### config.mk
export PLATFORM = sky130hd
export DESIGN_NAME = timer_two
export DESIGN_NICKNAME = d
export VERILOG_FILES = /design/src/timer_two_pkg.sv /design/src/timer_two.sv /design/src/pin_sampler.sv
export SDC_FILE = /design/constraint.sdc
export NUM_CORES = 1
export LEC_CHECK = 0
export BUFFER_PORTS_ARGS = -buffer_cell sky130_fd_sc_hd__buf_2
export CORE_ASPECT_RATIO = 1.4
export CORE_UTILIZATION = 50
export DETAILED_ROUTE_END_ITERATION = 8
export PLACE_DENSITY = 0.78
export SLEW_MARGIN = 20
export SYNTH_ARGS = -nofsm -noshare
export SYNTH_HDL_FRONTEND = slang
export SYNTH_HIERARCHICAL = 1
export SYNTH_SLANG_ARGS = --single-unit
### constraint.sdc
create_clock -name clock -period 3.1 [get_ports clock]
set_input_delay 0.31 -clock clock [delete_from_list [all_inputs] [get_ports clock]]
set_output_delay 0.31 -clock clock [all_outputs]
set_load 0.1 [all_outputs]
### src/timer_two_pkg.sv
// Constants shared by the third timer/counter: register addresses, field positions,
// reset values and the clock divisions that set its count rates.
// Assumes the clock input is the oscillator clock itself.
package timer_two_pkg;

    // Register addresses in the special-function space
    localparam logic [7:0] ADDR_CONTROL     = 8'hC8;
    localparam logic [7:0] ADDR_MODE        = 8'hC9;
    localparam logic [7:0] ADDR_RELOAD_LOW  = 8'hCA;
    localparam logic [7:0] ADDR_RELOAD_HIGH = 8'hCB;
    localparam logic [7:0] ADDR_COUNT_LOW   = 8'hCC;
    localparam logic [7:0] ADDR_COUNT_HIGH  = 8'hCD;

    // Control register fields
    localparam int BIT_OVERFLOW_FLAG  = 7;
    localparam int BIT_EXTERNAL_FLAG  = 6;
    localparam int BIT_RECEIVE_CLOCK  = 5;
    localparam int BIT_TRANSMIT_CLOCK = 4;
    localparam int BIT_TRIGGER_ENABLE = 3;
    localparam int BIT_RUN_CONTROL    = 2;
    localparam int BIT_COUNTER_SELECT = 1;
    localparam int BIT_CAPTURE_SELECT = 0;

    // Mode register fields; bits 7..2 are not implemented and read as zero
    localparam int BIT_OUTPUT_ENABLE     = 1;
    localparam int BIT_DOWN_COUNT_ENABLE = 0;

    // Reset values
    localparam logic [7:0]  RESET_CONTROL = 8'h00;
    localparam logic [1:0]  RESET_MODE    = 2'h0;
    localparam logic [15:0] RESET_RELOAD  = 16'h0000;
    localparam logic [15:0] RESET_COUNT   = 16'h0000;
    localparam logic [7:0]  UNMAPPED_READ = 8'h00;

    // Count limits
    localparam logic [15:0] COUNT_MAX = 16'hFFFF;

    // Rates: a machine cycle is 12 oscillator periods, a state time 2
    localparam int OSC_PER_MACHINE = 12;
    localparam int OSC_PER_STATE   = 2;
    localparam logic [3:0] MACHINE_LAST = 4'(OSC_PER_MACHINE - 1);
    localparam logic [0:0] STATE_LAST   = 1'(OSC_PER_STATE - 1);

endpackage

### src/timer_two.sv
// Third 16-bit timer/counter with its control, mode, reload and count registers
// reached over the special-function-register port of the CPU core.
// Assumes the clock is the oscillator clock, the register port is synchronous,
// and the timer 1 overflow and interrupt enable come from logic on this clock.
`timescale 1ns/1ps
module timer_two (
    // Clock and reset
    input  wire logic       clock,
    input  wire logic       rst_n,
    // Special-function-register port
    input  wire logic [7:0] sfr_addr,
    input  wire logic       sfr_write,
    input  wire logic [7:0] sfr_wdata,
    input  wire logic       sfr_read,
    output logic      [7:0] sfr_rdata,
    // External pins
    input  wire logic       count_pin,
    input  wire logic       trigger_pin,
    // Serial port clocking
    input  wire logic       timer_one_overflow,
    output logic            receive_clock_pulse,
    output logic            transmit_clock_pulse,
    // Interrupt request
    input  wire logic       interrupt_enable,
    output logic            interrupt_request
);

    typedef struct packed {
        logic [3:0]  machine_div;
        logic [0:0]  state_div;
        logic [7:0]  timer_two_control;
        logic [1:0]  timer_two_mode;
        logic [15:0] reload_value;
        logic [15:0] count;
        logic [7:0]  rdata;
        logic        rx_pulse;
        logic        tx_pulse;
        logic        irq;
    } timer_state_t;

    timer_state_t s;
    timer_state_t next_s;

    logic count_fall;
    logic trigger_level;
    logic trigger_fall;
    logic machine_enable;
    logic state_enable;

    // Register readback, used for the read port and for clarity of the map
    function automatic logic [7:0] read_mux(input logic [7:0] addr, input timer_state_t st);
        logic [7:0] value;
        value = timer_two_pkg::UNMAPPED_READ;
        unique case (addr)
            timer_two_pkg::ADDR_CONTROL:     value = st.timer_two_control;
            timer_two_pkg::ADDR_MODE:        value = {6'h00, st.timer_two_mode};
            timer_two_pkg::ADDR_RELOAD_LOW:  value = st.reload_value[7:0];
            timer_two_pkg::ADDR_RELOAD_HIGH: value = st.reload_value[15:8];
            timer_two_pkg::ADDR_COUNT_LOW:   value = st.count[7:0];
            timer_two_pkg::ADDR_COUNT_HIGH:  value = st.count[15:8];
            default:                         value = timer_two_pkg::UNMAPPED_READ;
        endcase
        return value;
    endfunction

    // Write strobe for one address
    function automatic logic hit(input logic [7:0] addr, input logic wr, input logic [7:0] target);
        return wr && (addr == target);
    endfunction

    // Operating mode; serial select overrides capture, and up/down needs auto-reload
    typedef enum logic [3:0] {
        MODE_RELOAD  = 4'b0001,
        MODE_CAPTURE = 4'b0010,
        MODE_BAUD    = 4'b0100,
        MODE_UP_DOWN = 4'b1000
    } count_mode_t;

    // Mode decode from the control and mode registers
    function automatic count_mode_t decode_mode(input logic [7:0] ctrl, input logic [1:0] mode);
        count_mode_t result;
        if (ctrl[timer_two_pkg::BIT_RECEIVE_CLOCK] | ctrl[timer_two_pkg::BIT_TRANSMIT_CLOCK]) begin
            result = MODE_BAUD;
        end else if (ctrl[timer_two_pkg::BIT_CAPTURE_SELECT]) begin
            result = MODE_CAPTURE;
        end else if (mode[timer_two_pkg::BIT_DOWN_COUNT_ENABLE]) begin
            result = MODE_UP_DOWN;
        end else begin
            result = MODE_RELOAD;
        end
        return result;
    endfunction

    // Flag next value: a hardware toggle or set beats a software write in the same cycle
    function automatic logic flag_next(input logic written, input logic current, input logic set,
                                       input logic toggle);
        logic result;
        result = written;
        if (toggle) begin
            result = ~current;
        end else if (set) begin
            result = 1'b1;
        end
        return result;
    endfunction

    // Rate enables from the oscillator divider
    assign machine_enable = (s.machine_div == timer_two_pkg::MACHINE_LAST);
    assign state_enable   = (s.state_div == timer_two_pkg::STATE_LAST);

    // Count pin and trigger pin, each sampled once per machine cycle
    pin_sampler count_sampler (
        .clock         (clock),
        .rst_n         (rst_n),
        .pin           (count_pin),
        .sample_enable (machine_enable),
        .level         (),
        .fall          (count_fall)
    );

    pin_sampler trigger_sampler (
        .clock         (clock),
        .rst_n         (rst_n),
        .pin           (trigger_pin),
        .sample_enable (machine_enable),
        .level         (trigger_level),
        .fall          (trigger_fall)
    );

    // Next-state logic for the whole timer
    always_comb begin
        logic       rclk;
        logic       transmit_clock_select;
        logic       baud;
        logic       run;
        logic       counter_mode;
        logic       capture_mode;
        logic       trig_en;
        logic       up_down;
        logic       tick;
        logic       overflow;
        logic       trigger_event;
        logic       set_overflow;
        logic       set_external;
        logic       toggle_external;
        logic [7:0] ctrl;
        count_mode_t mode;

        mode            = decode_mode(s.timer_two_control, s.timer_two_mode);
        rclk            = s.timer_two_control[timer_two_pkg::BIT_RECEIVE_CLOCK];
        transmit_clock_select            = s.timer_two_control[timer_two_pkg::BIT_TRANSMIT_CLOCK];
        baud            = (mode == MODE_BAUD);
        run             = s.timer_two_control[timer_two_pkg::BIT_RUN_CONTROL];
        counter_mode    = s.timer_two_control[timer_two_pkg::BIT_COUNTER_SELECT];
        capture_mode    = (mode == MODE_CAPTURE);
        trig_en         = s.timer_two_control[timer_two_pkg::BIT_TRIGGER_ENABLE];
        up_down         = (mode == MODE_UP_DOWN);
        tick            = 1'b0;
        overflow        = 1'b0;
        trigger_event   = 1'b0;
        set_overflow    = 1'b0;
        set_external    = 1'b0;
        toggle_external = 1'b0;
        ctrl            = s.timer_two_control;
        next_s          = s;

        // Oscillator dividers
        // Reset fixes the phase, so the first machine strobe comes 12 clocks after release
        next_s.machine_div = machine_enable ? 4'h0 : s.machine_div + 4'h1;
        next_s.state_div   = state_enable ? 1'b0 : s.state_div + 1'b1;

        // Pick the count source: pin edges, state times or machine cycles
        if (counter_mode) begin
            tick = count_fall;
        end else if (baud) begin
            tick = state_enable;
        end else begin
            tick = machine_enable;
        end
        tick = tick & run;

        // Counting, with overflow reload or wrap
        if (tick) begin
            if (up_down && !trigger_level) begin
                // Down count ends when the count meets the reload value
                if (s.count == s.reload_value) begin
                    next_s.count    = timer_two_pkg::COUNT_MAX;
                    overflow        = 1'b1;
                end else begin
                    next_s.count    = s.count - 16'h0001;
                end
            end else if (s.count == timer_two_pkg::COUNT_MAX) begin
                overflow     = 1'b1;
                next_s.count = capture_mode ? 16'h0000 : s.reload_value;
            end else begin
                next_s.count = s.count + 16'h0001;
            end
        end
        set_overflow    = overflow & ~baud;
        toggle_external = overflow & up_down;

        // Trigger falls; in up/down mode the pin is the direction, not a trigger
        trigger_event = trigger_fall & trig_en & ~up_down;
        if (trigger_event) begin
            set_external = 1'b1;
            if (capture_mode) begin
                next_s.reload_value = s.count;
            end else if (!baud) begin
                next_s.count = s.reload_value;
            end
        end

        // Software writes; the count and reload take the written byte over hardware
        if (hit(sfr_addr, sfr_write, timer_two_pkg::ADDR_CONTROL)) begin
            ctrl = sfr_wdata;
        end
        if (hit(sfr_addr, sfr_write, timer_two_pkg::ADDR_MODE)) begin
            next_s.timer_two_mode = sfr_wdata[1:0];
        end
        if (hit(sfr_addr, sfr_write, timer_two_pkg::ADDR_RELOAD_LOW)) begin
            next_s.reload_value[7:0] = sfr_wdata;
        end
        if (hit(sfr_addr, sfr_write, timer_two_pkg::ADDR_RELOAD_HIGH)) begin
            next_s.reload_value[15:8] = sfr_wdata;
        end
        if (hit(sfr_addr, sfr_write, timer_two_pkg::ADDR_COUNT_LOW)) begin
            next_s.count[7:0] = sfr_wdata;
        end
        if (hit(sfr_addr, sfr_write, timer_two_pkg::ADDR_COUNT_HIGH)) begin
            next_s.count[15:8] = sfr_wdata;
        end

        // Hardware sets win over a software clear in the same cycle
        ctrl[timer_two_pkg::BIT_OVERFLOW_FLAG] = flag_next(ctrl[timer_two_pkg::BIT_OVERFLOW_FLAG],
            s.timer_two_control[timer_two_pkg::BIT_OVERFLOW_FLAG], set_overflow, 1'b0);
        ctrl[timer_two_pkg::BIT_EXTERNAL_FLAG] = flag_next(ctrl[timer_two_pkg::BIT_EXTERNAL_FLAG],
            s.timer_two_control[timer_two_pkg::BIT_EXTERNAL_FLAG], set_external, toggle_external);
        next_s.timer_two_control = ctrl;

        // Serial clock sources: this timer's overflow or timer 1's
        next_s.rx_pulse = rclk ? overflow : timer_one_overflow;
        next_s.tx_pulse = transmit_clock_select ? overflow : timer_one_overflow;

        // Interrupt from the flags as they will stand after this edge
        next_s.irq = interrupt_enable
                   & (ctrl[timer_two_pkg::BIT_OVERFLOW_FLAG]
                   | (ctrl[timer_two_pkg::BIT_EXTERNAL_FLAG] & ~up_down));

        // Count bytes are read one at a time, so a running count can tear between them
        // Registered read data; unmapped addresses answer zero
        if (sfr_read) begin
            next_s.rdata = read_mux(sfr_addr, s);
        end
    end

    // Single state register
    always_ff @(posedge clock or negedge rst_n) begin
        if (!rst_n) begin
            s <= '{machine_div:       4'h0,
                   state_div:         1'b0,
                   timer_two_control: timer_two_pkg::RESET_CONTROL,
                   timer_two_mode:    timer_two_pkg::RESET_MODE,
                   reload_value:      timer_two_pkg::RESET_RELOAD,
                   count:             timer_two_pkg::RESET_COUNT,
                   rdata:             8'h00,
                   rx_pulse:          1'b0,
                   tx_pulse:          1'b0,
                   irq:               1'b0};
        end else begin
            s <= next_s;
        end
    end

    // Outputs straight from the state register
    assign sfr_rdata            = s.rdata;
    assign receive_clock_pulse  = s.rx_pulse;
    assign transmit_clock_pulse = s.tx_pulse;
    assign interrupt_request    = s.irq;

endmodule

### src/pin_sampler.sv
// Two-flop synchroniser for one external pin, then a once-per-machine-cycle
// sample that reports the sampled level and a high-then-low transition.
// Assumes sample_enable is a one-cycle pulse on the same clock.
`timescale 1ns/1ps
module pin_sampler (
    // Clock and reset
    input  wire logic clock,
    input  wire logic rst_n,
    // Pin and sample strobe
    input  wire logic pin,
    input  wire logic sample_enable,
    // Results
    output logic      level,
    output logic      fall
);

    typedef struct packed {
        logic sync_a;
        logic sync_b;
        logic sample;
        logic fall;
    } sampler_state_t;

    sampler_state_t s;
    sampler_state_t next_s;

    // Only sync_b reads sync_a; everything else looks at sync_b or later
    always_comb begin
        next_s        = s;
        next_s.sync_a = pin;
        next_s.sync_b = s.sync_a;
        next_s.fall   = 1'b0;
        if (sample_enable) begin
            next_s.sample = s.sync_b;
            next_s.fall   = s.sample & ~s.sync_b;
        end
    end

    // Pins idle high, so the samples reset high to avoid a false fall
    always_ff @(posedge clock or negedge rst_n) begin
        if (!rst_n) begin
            s <= '{sync_a: 1'b1, sync_b: 1'b1, sample: 1'b1, fall: 1'b0};
        end else begin
            s <= next_s;
        end
    end

    assign level = s.sample;
    assign fall  = s.fall;

endmodule

==> flow_summary_export.csv <==
group,metric,value,unit
global_routing,grt.total_usage,0.325,
setup_path,start_point_of_the_critical_path,"s[18]",
setup_path,critical_path.endpoint,"s[17]",
power_and_ir_drop,power.clock.fraction,0.385,
die,rows,41,
setup_path,critical_path_class,"reg2reg",
cts,clock_tree_from_tritoncts,"built",
cts,post_cts_hold_buffer_count,0,
sta,finalCritPeriodShare,0.846,
sta,rsz0062_at_grt,"no",
power_and_ir_drop,static-leakage-power,1.99,nW
detailed_routing,post_drt_via_cell_ratio,6.72,
die,boundaryPins,35,
run,drv.max_cap_violation_count,0,
global_routing,grt_first_pass_wirelength,23700,µm
synthesis,synth.distinct_cells,67,
cts,path_clk_slew,0.06,ns
global_routing,grt.overflow.total,0,
placed_design,buffer_ports.inserted,34,
die,design.core.area,0.00898,mm²
synthesis,syn_area,0.00460,mm²
sta,fin_crit,2.62,ns
cells_and_area,most_common_library_cell_in_the_layout_ignoring_fill_and_taps,"dfrtp_1",
setup_path,rrSetupSlack,0.48,ns
detailed_routing,routedWlPerCell,23.2,µm
sta,max_freq,0.382,GHz
hold_path,timing.hold.worst.class,"in2async",
sta,worst-slew-pin-transition,0.834,ns
synthesis,synth_adder_area_share,0.00816,
cts,inserted_clock_buffers,9,
cts,clock_sinks,66,
global_routing,grtUsageMet3,0.0627,
cells_and_area,antenna_cells,0,
setup_path,startpoint_type,"flip-flop",
cells_and_area,post_route_cells_drive_above_1_share,0.193,
setup_path,number_of_cell_instances_on_the_worst_register_to_register_path,6,
setup_path,crit_path_end_kind,"flip-flop",
cells_and_area,largest_register_ff_count,46,
synthesis,synth-compound-area-share,0.204,
setup_path,crit_required,3.35,ns
global_routing,most_crowded_layer_after_global_routing,"met2",
synthesis,synth_top_family_by_area,"simple AND/OR/NAND/NOR gates",
cts,cts_max_path_buffers,2,
power_and_ir_drop,pint,2.02,mW
power_and_ir_drop,comb_power_share,0.239,
outcome,run_status,"finished clean",
detailed_routing,drc_errors,0,
cts,htree_num_levels,3,
synthesis,synth-simple-area-share,0.204,
die,die_height,115,µm
global_routing,global_route.usage.met2,0.536,
sta,fin_tns_setup,0,ns
power_and_ir_drop,seq_power_share,0.377,
synthesis,seq_area_frac_synth,0.361,
setup_path,worst-endpoint-arrival,2.87,ns
detailed_routing,aggregate_routed_wire_length,15000,µm
die,dieArea,0.00959,mm²
sta,fin_hold_ws,0.0452,ns
die,floorplan.initialDensity,0.512,
cells_and_area,area_growth,12.1,%
power_and_ir_drop,power.density,580,mW/mm²
placed_design,hpwl,10900,µm
synthesis,ys_dominant_reg_cell,"dfrtp_1",
global_routing,grt_antenna_before_repair,0,
synthesis,postSynthNetCount,544,
global_routing,grt.met1_usage,0.388,
synthesis,synth_enable_flop_cells,0,
cts,post_cts_resize_count,0,
power_and_ir_drop,switching_fraction_of_total_power,0.322,
cells_and_area,layout.cells.most_common_list,"dfrtp_1, nor2_1, nand2_1, buf_2, a21oi_1",
synthesis,yosys.area_share.xor_xnor,0.0819,
sta,timing.final.hold_violations,0,
sta,setup-violations-final,0,
cts,cts.root.buffer_cell,"clkbuf_16",
setup_path,rr_startpoint,"s[18]",
synthesis,yosys_warning_total,6,
cts,clk_latency,0.34,ns
synthesis,synthesized_area_per_cell,8.89,µm²
detailed_routing,antenna_left,0,
setup_path,worstReg2RegEnd,"s[17]",
power_and_ir_drop,peakVddDrop,411,µV
synthesis,synthesis.instances,517,
detailed_routing,via_count,4348,
detailed_routing,drt-pass1-iter-count,7,
detailed_routing,initial_drc_count,400,
synthesis,ys_seq_elements,66,
power_and_ir_drop,net-switching-power,0.964,mW
sta,timing.final.max_slew_violations,0,
synthesis,async_reset_ff_frac,1.00,
cells_and_area,regMostFlops,"s",
global_routing,via_count_of_the_first_global_routing_pass,4214,
synthesis,muxShareOfSynthArea,0.0748,
sta,timing.clock.skew,0.00566,ns
cells_and_area,nNetsFinal,562,
sta,max-slew-margin-rel,0.444,
global_routing,grt_start_max_net_pins,38,
setup_path,worstPathMaxFanout,13,
cells_and_area,layout.filler_cells,769,
placed_design,finalWeightedCongestion,1.01,
die,die_x,83.1,µm
cts,postCtsSetupBuffers,0,
[worst max-delay path, stage by stage (launching register included)]
cell      delay [ns]
dfrtp_1         0.67
and4_1          0.35
and4_1          0.33
and4_1          0.49
a211oi_1        0.14
a311o_1         0.30
a221oi_2        0.24
[logic make-up (layout without fill, tap and decap cells)]
| group | Yosys count | count (layout) |
|---|---|---|
| AND/OR/NAND/NOR | 175 | 175 |
| multiplexers | 32 | 32 |
| AO/OA/AOI/OAI | 137 | 137 |
| buffers and inverters | 61 | 84 |
| adder cells (fa/ha/maj) | 3 | 3 |
| flip-flops | 66 | 66 |
| XOR/XNOR | 43 | 43 |
[worst min-delay path by stage]
| stage | start | end | slack, ns | depth (start not counted) |
|---|---|---|---|---|
| after global routing | count_pin | count_sampler/next_s[2] | 0.07 | 1 |
| after global placement | trigger_sampler/next_s[2] | trigger_sampler/s[2] | 0.35 | 0 |
| after floorplan | rst_n | count_sampler/fall | 0.01 | 0 |
| final | rst_n | s[54] | 0.05 | 1 |
| after detailed placement | count_sampler/next_s[2] | count_sampler/s[2] | 0.35 | 0 |
| after CTS | rst_n | s[25] | 0.05 | 1 |
[per-layer routing]
metal | share of wire | vias up
met2 | 0.47 | 238
met3 | 0.072 | 82
met5 | 0 | -
li1 | - | 1920
met4 | 0.074 | 0
met1 | 0.38 | 2108
[final cells by class]
class	count	area, µm²	area share
Multi-Input combinational cell	390	2630	0.511
Sequential cell	66	1660	0.322
Timing Repair Buffer	55	340	0.0660
Clock buffer	12	267	0.0517
Tap cell	107	134	0.0260
Clock inverter	4	72.6	0.0141
Inverter	13	48.8	0.00947
[synth_stat cells, types with 4 or more instances]
master    count  area, µm²
o221ai_1      5       43.8
buf_4        10       75.1
dfrtp_1      60       1500
a311oi_1      4       35.0
nand2_1      39        146
a22oi_1      12       90.1
xnor2_1      16        140
xor2_1       27        236
a211oi_1     10       75.1
buf_2        13       65.1
o21ai_0      20        100
o311ai_0      4       35.0
nand2b_1      7       43.8
nand4_1       8       50.1
o211ai_1      6       45.0
mux2_2       11        124
o41ai_1       4       35.0
and2_1        4       25.0
clkbuf_1     20       75.1
nand3_1      10       50.1
o22ai_1      11       68.8
nor3_1        8       40.0
mux2i_1      19        190
nor2_1       49        184
inv_1        13       48.8
a21oi_1      32        160
and3_1       14       87.6
dfstp_2       6        158
and4_1        5       43.8
o21a_1        4       30.0
nor4_1        4       25.0
[per-stage QoR]
stage | instance area (µm²) | instances | total power [mW] | util | worst slack, ns
floorplan | 4600 | 517 | 1.63 | - | 0.785
global placement | 4820 | 631 | 1.82 | 0.536 | 0.513
detailed placement | 4820 | 631 | 1.83 | 0.536 | 0.553
CTS | 5150 | 647 | 2.98 | 0.574 | 0.533
global route | 5150 | 647 | 3.11 | 0.574 | 0.334
finish | 5150 | 647 | 2.99 | 0.574 | 0.479
[power by group through the flow]
| stage | clock network, mW | registers [mW] | logic [mW] |
|---|---|---|---|
| finish | 1.15 | 1.13 | 0.714 |
| global route | 1.19 | 1.14 | 0.780 |
| CTS | 1.16 | 1.12 | 0.701 |
| detailed placement | 0 | 1.13 | 0.698 |
| global placement | 0 | 1.13 | 0.694 |
| floorplan | 0 | 1.01 | 0.616 |
Power figures use the tool's default switching activity.
